`config.mk`:
```
export PLATFORM = sky130hd
export DESIGN_NAME = bt_timer
export DESIGN_NICKNAME = d
export VERILOG_FILES = /design/src/pkg/bt_pkg.sv /design/src/pkg/bt_evt_if.sv /design/src/bt_input_cond.sv /design/src/bt_prescaler.sv /design/src/bt_timer.sv
export SDC_FILE = /design/constraint.sdc
export NUM_CORES = 1
export LEC_CHECK = 0
export BUFFER_PORTS_ARGS = -buffer_cell sky130_fd_sc_hd__buf_2
export CAP_MARGIN = 20
export CORE_ASPECT_RATIO = 0.9
export CORE_UTILIZATION = 49
export CTS_CLUSTER_DIAMETER = 50
export DETAILED_ROUTE_END_ITERATION = 8
export GPL_ROUTABILITY_DRIVEN = 1
export GPL_TIMING_DRIVEN = 0
export PLACE_DENSITY = 0.75
export SYNTH_ARGS = -nofsm -noshare
export SYNTH_HDL_FRONTEND = slang
export SYNTH_SLANG_ARGS = --single-unit
```
`constraint.sdc`:
```
create_clock -name sys_clk -period 3.25 [get_ports sys_clk]
set_input_delay 0.65 -clock sys_clk [delete_from_list [all_inputs] [get_ports sys_clk]]
set_output_delay 0.65 -clock sys_clk [all_outputs]
set_load 0.02 [all_outputs]
```
`src/pkg/bt_pkg.sv`:
```
package bt_pkg;

    localparam int CNT_W = 16;
    localparam int PRS_W = 4;
    localparam int DIV_W = 15;
    localparam int FLT_W = 3;
    localparam int FLT_CNT_W = 8;
    localparam int CSEL_W = 3;
    localparam int NUM_BASIC = 3;

    localparam logic [1:0] MODE_TIMER = 2'h0;
    localparam logic [1:0] MODE_COUNTER = 2'h1;
    localparam logic [1:0] MODE_TRIGGER = 2'h2;
    localparam logic [1:0] MODE_GATED = 2'h3;

    localparam logic [CSEL_W-1:0] CSEL_BASIC0 = 3'h0;
    localparam logic [CSEL_W-1:0] CSEL_BASIC1 = 3'h1;
    localparam logic [CSEL_W-1:0] CSEL_BASIC2 = 3'h2;
    localparam logic [CSEL_W-1:0] CSEL_GENERAL = 3'h3;
    localparam logic [CSEL_W-1:0] CSEL_ADVANCED = 3'h7;

    localparam logic [CNT_W-1:0] RST_COUNTER = 16'h0000;
    localparam logic [CNT_W-1:0] CNT_STEP = 16'h0001;
    localparam logic [PRS_W-1:0] RST_PRS = 4'h0;
    localparam logic [DIV_W-1:0] RST_DIV = 15'h0000;
    localparam logic [DIV_W:0] DIV_ONE = 16'h0001;
    localparam logic [FLT_CNT_W-1:0] RST_FLT_CNT = 8'h00;
    localparam logic [FLT_CNT_W:0] FLT_ONE = 9'h001;

endpackage

```
`src/pkg/bt_evt_if.sv`:
```
`timescale 1ns/1ns
interface bt_evt_if;
    logic ext_pin;
    logic polarity;
    logic [bt_pkg::FLT_W-1:0] flt_sel;
    logic ext_edge;
    logic ext_level;
    logic tick_in;
    logic presc_load;
    logic [bt_pkg::PRS_W-1:0] presc_sel;
    logic div_tick;

    modport cond (
        input ext_pin,
        input polarity,
        input flt_sel,
        output ext_edge,
        output ext_level
    );

    modport presc (
        input tick_in,
        input presc_load,
        input presc_sel,
        output div_tick
    );

    modport core (
        output ext_pin,
        output polarity,
        output flt_sel,
        input ext_edge,
        input ext_level,
        output tick_in,
        output presc_load,
        output presc_sel,
        input div_tick
    );
endinterface

```
`src/bt_input_cond.sv`:
```
`timescale 1ns/1ns
module bt_input_cond (
    input wire logic sys_clk,
    input wire logic arst_n,
    bt_evt_if.cond evt
);
    logic sync1_q;
    logic sync2_q;
    logic flt_q;
    logic act_q;
    logic [bt_pkg::FLT_CNT_W-1:0] flt_cnt_q;

    wire logic [bt_pkg::FLT_CNT_W:0] flt_thr_w;
    wire logic [bt_pkg::FLT_CNT_W:0] flt_next_w;
    wire logic flt_done_w;
    wire logic act_w;

    // Code 0 passes after one sample; code n needs 2**n stable samples
    assign flt_thr_w = bt_pkg::FLT_ONE << evt.flt_sel;
    assign flt_next_w = {1'b0, flt_cnt_q} + bt_pkg::FLT_ONE;
    assign flt_done_w = flt_next_w >= flt_thr_w;
    // Polarity flips both edge and level sense; changing it can fake an edge
    assign act_w = flt_q ^ evt.polarity;
    assign evt.ext_level = act_w;
    assign evt.ext_edge = act_w & ~act_q;

    always_ff @(posedge sys_clk or negedge arst_n) begin
        if (!arst_n) begin
            sync1_q <= 1'b0;
            sync2_q <= 1'b0;
        end else begin
            sync1_q <= evt.ext_pin;
            sync2_q <= sync1_q;
        end
    end

    always_ff @(posedge sys_clk or negedge arst_n) begin
        if (!arst_n) begin
            flt_q <= 1'b0;
            flt_cnt_q <= bt_pkg::RST_FLT_CNT;
        end else if (sync2_q == flt_q) begin
            flt_cnt_q <= bt_pkg::RST_FLT_CNT;
        end else if (flt_done_w) begin
            flt_q <= sync2_q;
            flt_cnt_q <= bt_pkg::RST_FLT_CNT;
        end else begin
            flt_cnt_q <= flt_next_w[bt_pkg::FLT_CNT_W-1:0];
        end
    end

    always_ff @(posedge sys_clk or negedge arst_n) begin
        if (!arst_n) begin
            act_q <= 1'b0;
        end else begin
            act_q <= act_w;
        end
    end
endmodule // bt_input_cond

```
`src/bt_prescaler.sv`:
```
`timescale 1ns/1ns
module bt_prescaler (
    input wire logic sys_clk,
    input wire logic arst_n,
    bt_evt_if.presc evt
);
    logic [bt_pkg::PRS_W-1:0] sel_q;
    logic [bt_pkg::DIV_W-1:0] div_q;

    wire logic [bt_pkg::DIV_W:0] mask_full_w;
    wire logic [bt_pkg::DIV_W-1:0] mask_w;
    wire logic hit_w;

    // Ratio is 2**sel, 1 up to 32768
    assign mask_full_w = (bt_pkg::DIV_ONE << sel_q) - bt_pkg::DIV_ONE;
    assign mask_w = mask_full_w[bt_pkg::DIV_W-1:0];
    assign hit_w = evt.tick_in & ((div_q & mask_w) == mask_w);
    assign evt.div_tick = hit_w;

    // New ratio only on overflow or enable rise, so a period is never torn
    always_ff @(posedge sys_clk or negedge arst_n) begin
        if (!arst_n) begin
            sel_q <= bt_pkg::RST_PRS;
            div_q <= bt_pkg::RST_DIV;
        end else if (evt.presc_load) begin
            sel_q <= evt.presc_sel;
            div_q <= bt_pkg::RST_DIV;
        end else if (hit_w) begin
            div_q <= bt_pkg::RST_DIV;
        end else if (evt.tick_in) begin
            div_q <= div_q + bt_pkg::DIV_ONE[bt_pkg::DIV_W-1:0];
        end
    end
endmodule // bt_prescaler

```
`src/bt_timer.sv`:
```
// What this block does
// - Mode 0x01 counts prescaled events, not the peripheral clock.
// - Counter mode advances on each divided count clock pulse.
// - Source select 1 takes the cascade input, 0 the external pin.
// - External pin is filtered; polarity picks rising or falling edges.
// - Counter reaching reload value gives overflow pulse and overflow flag.
// - Overflow interrupt when enabled; flag cleared by software clear strobe.
// - Mode 0x02 starts counting prescaled clock on enable or trigger.
// - Trigger source chosen by source select, pin edge by polarity.
// - Trigger sets enable, sets trigger flag, counts from current value.
// - Clearing enable halts at once; enable or trigger resumes from hold.
// - Mode 0x03 counts prescaled clock while enabled and gate active.
// - Gate is always filtered pin; polarity picks high or low active.
// - Gated mode stops at once and resumes from held value.
// - Overflow pulse feeds cascades, forming 32 bits or any 1 to 65536 divide.
// - Later cascade stages count previous overflow or advanced master output.
// - Cascade codes 0-2 basic overflows, 3 general, 7 advanced master.
// - All basic timers share one external input from the dedicated pin.
// - Debug halt with freeze set stops the counter; otherwise counting goes on.
// - Prescaler divides by two to the select power, up to 32768.
// - Sixteen-bit up counter compared against sixteen-bit reload value.
// - Single run stops and clears enable after overflow; else wraps to zero.
// - Timer mode counts prescaled peripheral clock with no trigger or gate.
`timescale 1ns/1ns
module bt_timer (
    input wire logic sys_clk,
    input wire logic arst_n,
    input wire logic [1:0] mode,
    input wire logic single_run_select,
    input wire logic count_source_select,
    input wire logic input_polarity,
    input wire logic [bt_pkg::FLT_W-1:0] ext_input_filter,
    input wire logic [bt_pkg::PRS_W-1:0] prescale_select,
    input wire logic [bt_pkg::CNT_W-1:0] reload_value,
    input wire logic enable_write,
    input wire logic enable_wdata,
    input wire logic counter_write,
    input wire logic [bt_pkg::CNT_W-1:0] counter_wdata,
    input wire logic overflow_irq_enable,
    input wire logic trigger_irq_enable,
    input wire logic overflow_flag_clear,
    input wire logic trigger_flag_clear,
    input wire logic [bt_pkg::CSEL_W-1:0] cascade_source_select,
    input wire logic [bt_pkg::NUM_BASIC-1:0] basic_overflow_in,
    input wire logic general_overflow_in,
    input wire logic advanced_master_in,
    input wire logic shared_event_pin,
    input wire logic debug_halt,
    input wire logic debug_freeze,
    output logic enable,
    output logic [bt_pkg::CNT_W-1:0] up_counter,
    output logic overflow_pulse,
    output logic overflow_flag,
    output logic trigger_flag,
    output logic running,
    output logic irq
);
    bt_evt_if evt ();

    bt_input_cond u_cond (
        .sys_clk(sys_clk),
        .arst_n(arst_n),
        .evt(evt)
    );

    bt_prescaler u_presc (
        .sys_clk(sys_clk),
        .arst_n(arst_n),
        .evt(evt)
    );

    logic enable_q;
    logic enable_d;
    logic [bt_pkg::CNT_W-1:0] counter_q;
    logic [bt_pkg::CNT_W-1:0] counter_d;
    logic ovp_q;
    logic ov_flag_q;
    logic ov_flag_d;
    logic tr_flag_q;
    logic tr_flag_d;
    logic running_q;
    logic irq_q;

    // Mode decode
    wire logic is_counter_w;
    wire logic is_trigger_w;
    wire logic is_gated_w;

    assign is_counter_w = (mode == bt_pkg::MODE_COUNTER);
    assign is_trigger_w = (mode == bt_pkg::MODE_TRIGGER);
    assign is_gated_w = (mode == bt_pkg::MODE_GATED);

    // Shared pin into the conditioning path
    assign evt.ext_pin = shared_event_pin;
    assign evt.polarity = input_polarity;
    assign evt.flt_sel = ext_input_filter;

    // Cascade source; unlisted codes give no events.
    // Own overflow is not blocked: a self loop is a software fault.
    wire logic sel_b0_w;
    wire logic sel_b1_w;
    wire logic sel_b2_w;
    wire logic sel_gen_w;
    wire logic sel_adv_w;
    wire logic cascade_evt_w;

    assign sel_b0_w = (cascade_source_select == bt_pkg::CSEL_BASIC0);
    assign sel_b1_w = (cascade_source_select == bt_pkg::CSEL_BASIC1);
    assign sel_b2_w = (cascade_source_select == bt_pkg::CSEL_BASIC2);
    assign sel_gen_w = (cascade_source_select == bt_pkg::CSEL_GENERAL);
    assign sel_adv_w = (cascade_source_select == bt_pkg::CSEL_ADVANCED);
    assign cascade_evt_w = (sel_b0_w & basic_overflow_in[0])
        | (sel_b1_w & basic_overflow_in[1])
        | (sel_b2_w & basic_overflow_in[2])
        | (sel_gen_w & general_overflow_in)
        | (sel_adv_w & advanced_master_in);

    // Event source for counting and triggering
    wire logic src_evt_w;

    assign src_evt_w = count_source_select ? cascade_evt_w : evt.ext_edge;

    // Trigger is a single-cycle pulse, so one edge starts once
    wire logic trigger_w;

    assign trigger_w = is_trigger_w & src_evt_w;

    // Run qualification
    wire logic frozen_w;
    wire logic gate_ok_w;
    wire logic stop_w;
    wire logic run_w;

    assign frozen_w = debug_halt & debug_freeze;
    assign gate_ok_w = ~is_gated_w | evt.ext_level;
    // Single run: block the tick in the cycle the flag sets and enable drops
    assign stop_w = ovp_q & single_run_select;
    assign run_w = enable_q & ~frozen_w & gate_ok_w & ~stop_w;

    // Counter mode counts events; the other modes count every clock
    assign evt.tick_in = run_w & (is_counter_w ? src_evt_w : 1'b1);

    // Compare against reload value
    wire logic at_reload_w;
    wire logic past_reload_w;
    wire logic ov_hit_w;

    assign at_reload_w = (counter_q == reload_value);
    // Reload lowered below the count: restart from zero with no overflow
    assign past_reload_w = (counter_q > reload_value);
    assign ov_hit_w = evt.div_tick & at_reload_w;

    // Prescaler ratio reloads on overflow or enable rise
    wire logic en_rise_w;

    assign en_rise_w = enable_d & ~enable_q;
    assign evt.presc_load = en_rise_w | ov_hit_w;
    assign evt.presc_sel = prescale_select;

    always_comb begin
        counter_d = counter_q;
        if (counter_write) begin
            counter_d = counter_wdata;
        end else if (evt.div_tick) begin
            if (at_reload_w | past_reload_w) begin
                counter_d = bt_pkg::RST_COUNTER;
            end else begin
                counter_d = counter_q + bt_pkg::CNT_STEP;
            end
        end
    end

    // Trigger wins over a write and over the single-run stop
    always_comb begin
        enable_d = enable_q;
        if (stop_w) begin
            enable_d = 1'b0;
        end
        if (enable_write) begin
            enable_d = enable_wdata;
        end
        if (trigger_w) begin
            enable_d = 1'b1;
        end
    end

    // Set beats clear in the same cycle
    always_comb begin
        ov_flag_d = ovp_q | (ov_flag_q & ~overflow_flag_clear);
        tr_flag_d = trigger_w | (tr_flag_q & ~trigger_flag_clear);
    end

    always_ff @(posedge sys_clk or negedge arst_n) begin
        if (!arst_n) begin
            counter_q <= bt_pkg::RST_COUNTER;
            enable_q <= 1'b0;
        end else begin
            counter_q <= counter_d;
            enable_q <= enable_d;
        end
    end

    always_ff @(posedge sys_clk or negedge arst_n) begin
        if (!arst_n) begin
            ovp_q <= 1'b0;
            running_q <= 1'b0;
        end else begin
            ovp_q <= ov_hit_w;
            running_q <= run_w;
        end
    end

    always_ff @(posedge sys_clk or negedge arst_n) begin
        if (!arst_n) begin
            ov_flag_q <= 1'b0;
            tr_flag_q <= 1'b0;
            irq_q <= 1'b0;
        end else begin
            ov_flag_q <= ov_flag_d;
            tr_flag_q <= tr_flag_d;
            irq_q <= (ov_flag_d & overflow_irq_enable)
                | (tr_flag_d & trigger_irq_enable);
        end
    end

    assign enable = enable_q;
    assign up_counter = counter_q;
    assign overflow_pulse = ovp_q;
    assign overflow_flag = ov_flag_q;
    assign trigger_flag = tr_flag_q;
    assign running = running_q;
    assign irq = irq_q;
endmodule // bt_timer

```
==> out/qor.yml <==
status:
  outcome: "complete, no violations"
setup_path:
  regToRegStartpoint: "u_presc.sel_q[2]$_DFFE_PN0P_"
  critical_path_required_ps: 3490
  cp-start-kind: "flop"
  rrSetupSlack_ps: 100
  arrival_ps: 3390
  reg2reg_depth: 13
  r2r_end: "up_counter[4]$_DFFE_PN0P_"
  end_kind: "flop"
  crit_type: "flop to flop"
  slowest_delay_ps: 510
  cp_cell_sequence: "buf_6 > nor3_4 > nand2_2 > ha_4 > or4b_1 > o221a_2 > o221ai_4 > nor2b_4 > buf_4 > a21oi_4 > buf_2 > o21ai_0 > o211ai_1"
  path_max_fanout: 10
  cp_slowest_cell: "or4b_1"
routing:
  ant_nets: 0
  vias: 3616
  drtPass1Iterations: 5
  dr_wl_met2_um: 4345
  vias_per_cell: 5.928
  drt_wl_total_um: 9417
  route.met3.wl_um: 712
  routed.top_layer: "met4"
  dr.first_iter.drc_count: 202
  route.detailed.drc: 0
  wl_per_cell_um: 15.44
  drt-met1-wl_um: 4232
synth:
  ys.flop_type: "dfrtp_1"
  synth_seq_cells: 53
  synth_area_mm2: 0.003685
  synth_area_per_cell_um2: 8.858
  ys_types: 60
  syn-num-nets: 508
  synth.area.top_cells: "dfrtp_1 36%, ha_1 9.5%, nand2_1 5.5%"
  synth_edf_count: 0
  yosys-top-cells-count: "54 x nand2_1, 53 x dfrtp_1, 35 x inv_1, 30 x nor2_1, 28 x ha_1"
  ys_seq_area_share_pct: 35.99
  async_reset_ff_share_pct: 100.0
  yosysTopAreaCell: "dfrtp_1"
  synthCells: 416
  synth.most_common_cell: "nand2_1"
  synth_top_area_share_pct: 35.99
  ys_warn_count: 0
cts:
  htree_levels: 2
  path_clk_slew_ps: 110
  clockBufferDepth: 2
  cts_hold_buf: 0
  clk_latency_ps: 320
  cts_buffers: 5
  cts_tree: "done"
  cts.sinks: 53
  cts-root-buf: "clkbuf_8"
placed_design:
  numPortBuffers: 85
  hpwl_um: 6868
  gp_congestion: 0.8466
global_route:
  grt_overflow: 0
  grt_max_degree: 29
  grtUsageTotal_pct: 24.60
  grt_pass1_wl_um: 15510
  antenna_found_initial: 0
  first_global_vias: 3304
sta:
  hold_ws_ps: 334.1
  slew_headroom_pct: 48.62
  drv_slew: 0
  fin_crit_ps: 3150
  fmax_mhz: 317.4
  worst_pin_slew_ps: 766.1
  setup_viol_count_final: 0
  period_share_pct: 96.94
  finalClockSkew_ps: 8.746
  final_hold_viol_count: 0
run:
  cap_violations: 0
die:
  coreArea_mm2: 0.007148
  die_h_um: 84.27
  fp.dieW_um: 93.41
  rows: 29
  io_pins: 86
  start_util_pct: 51.55
  die-area_mm2: 0.007871
layout:
  syn2layout_area_growth_pct: 21.29
  n_fill_cell: 617
  insertedDiodeCount: 0
  layout-drive-gt1-share_pct: 25.92
  fin_nets: 608
pwr:
  p_per_area_mw_per_mm2: 494.7
  peakVddDrop_mv: 0.1974
  p_leak_nw: 2.160
  p_total_mw: 2.211
worst_hold_path:
  hold_class: "input pin to asynchronous set/reset pin"
per-layer routing:
metal,up-vias,track usage (%)
met4,0,6.294
met2,169,40.71
li1,1704,-
met1,1730,33.53
met3,13,4.076
met5,-,0
critical path, delay by kind of cell, from the launching register on:
family / cells / cell delay (ps)
buffers and inverters: 3 / 530
adder cells (fa/ha/maj): 1 / 210
AND/OR/NAND/NOR: 4 / 920
AO/OA/AOI/OAI: 5 / 960
flip-flops: 1 / 420
worst max path at each step:
stage	start	end	slack [ps]	cells after the start
5_1_grt	u_presc.sel_q[2]$_DFFE_PN0P_	up_counter[15]$_DFFE_PN0P_	-20	13
2_1_floorplan	u_presc.sel_q[3]$_DFFE_PN0P_	up_counter[13]$_DFFE_PN0P_	180	13
6_report	u_presc.sel_q[2]$_DFFE_PN0P_	up_counter[4]$_DFFE_PN0P_	100	13
3_5_place_dp	reload_value[1]	up_counter[15]$_DFFE_PN0P_	-270	11
3_3_place_gp	reload_value[1]	up_counter[15]$_DFFE_PN0P_	-230	11
4_1_cts	u_presc.sel_q[3]$_DFFE_PN0P_	up_counter[13]$_DFFE_PN0P_	4	13
what timing repair did:
item                       CTS  global route
setup buffers                2             5
gates resized for setup      6            14
gates cloned                 0             1
pin swaps                    2             8
setup endpoints to repair   18            30
flip-flops by register name (all words and copies together) (netlist names):
signal,cells
enable,1
irq,1
overflow_flag,1
overflow_pulse,1
running,1
trigger_flag,1
u_cond.act_q,1
u_cond.flt_cnt_q,8
u_cond.flt_q,1
u_cond.sync1_q,1
u_cond.sync2_q,1
u_presc.div_q,15
u_presc.sel_q,4
up_counter,16
cells by family (layout without fill, tap and decap cells):
group,count (synthesis),after routing,synth area share [%]
and+or+nand+nor,178,178,24.82
AOI/OAI and AO/OA,83,83,17.59
DFF,53,53,35.99
buffers and inverters,48,149,5.195
adders and majority gates,28,28,9.508
xor gates and xnor gates,20,20,4.754
muxes,6,6,2.139
report_power, final:
group,switching [mW],internal [mW],leakage [nW]
clock network,0.247,0.154,0.0445
logic,0.515,0.407,1.44
registers,0.128,0.759,0.677
cells in the final DEF (no fill, tap or decap), types with 3 or more instances in the layout:
cell and n:
xor2_1 10, o311ai_0 6, nand4_1 11, a21oi_1 11
xnor2_1 10, nor3_1 9, ha_1 27, a32oi_1 4
o21ai_0 14, nand3_1 22, buf_4 6, o21bai_1 4
clkbuf_8 5, o221ai_1 5, inv_1 35, clkbuf_1 6
nor2_1 30, mux2_2 5, a211oi_1 3, buf_6 4
o211ai_1 5, and3_1 13, nand2_1 53, nand2_2 3
nand3b_1 4, or4b_1 3, nor2b_1 6, nand2b_1 8
buf_2 86, dfrtp_1 53, a21o_1 5
cell type report:
| class | count | area, um^2 | area share (%) |
|---|---|---|---|
| Buffer | 12 | 73.82 | 1.652 |
| Clock buffer | 5 | 68.82 | 1.540 |
| Clock inverter | 3 | 21.27 | 0.4759 |
| Inverter | 35 | 131.4 | 2.940 |
| Multi-Input combinational cell | 315 | 2225 | 49.78 |
| Sequential cell | 53 | 1326 | 29.68 |
| Tap cell | 93 | 116.4 | 2.604 |
| Timing Repair Buffer | 94 | 506.7 | 11.34 |
per-stage QoR:
step / std cells / instance area [um^2] / util [%] / TNS [ps] / setup WS (ps)
after floorplan: 416 / 3685 / - / 0 / 178.8
after global routing: 610 / 4469 / 62.52 / -20.63 / -17.50
after detailed placement: 595 / 4247 / 59.41 / -3114 / -273.2
after CTS: 605 / 4372 / 61.16 / 0 / 4.097
after global placement: 594 / 4227 / 59.13 / -2877 / -234.9
final: 610 / 4469 / 62.52 / 0 / 99.58
No activity file was read; power rests on OpenSTA's default activity.
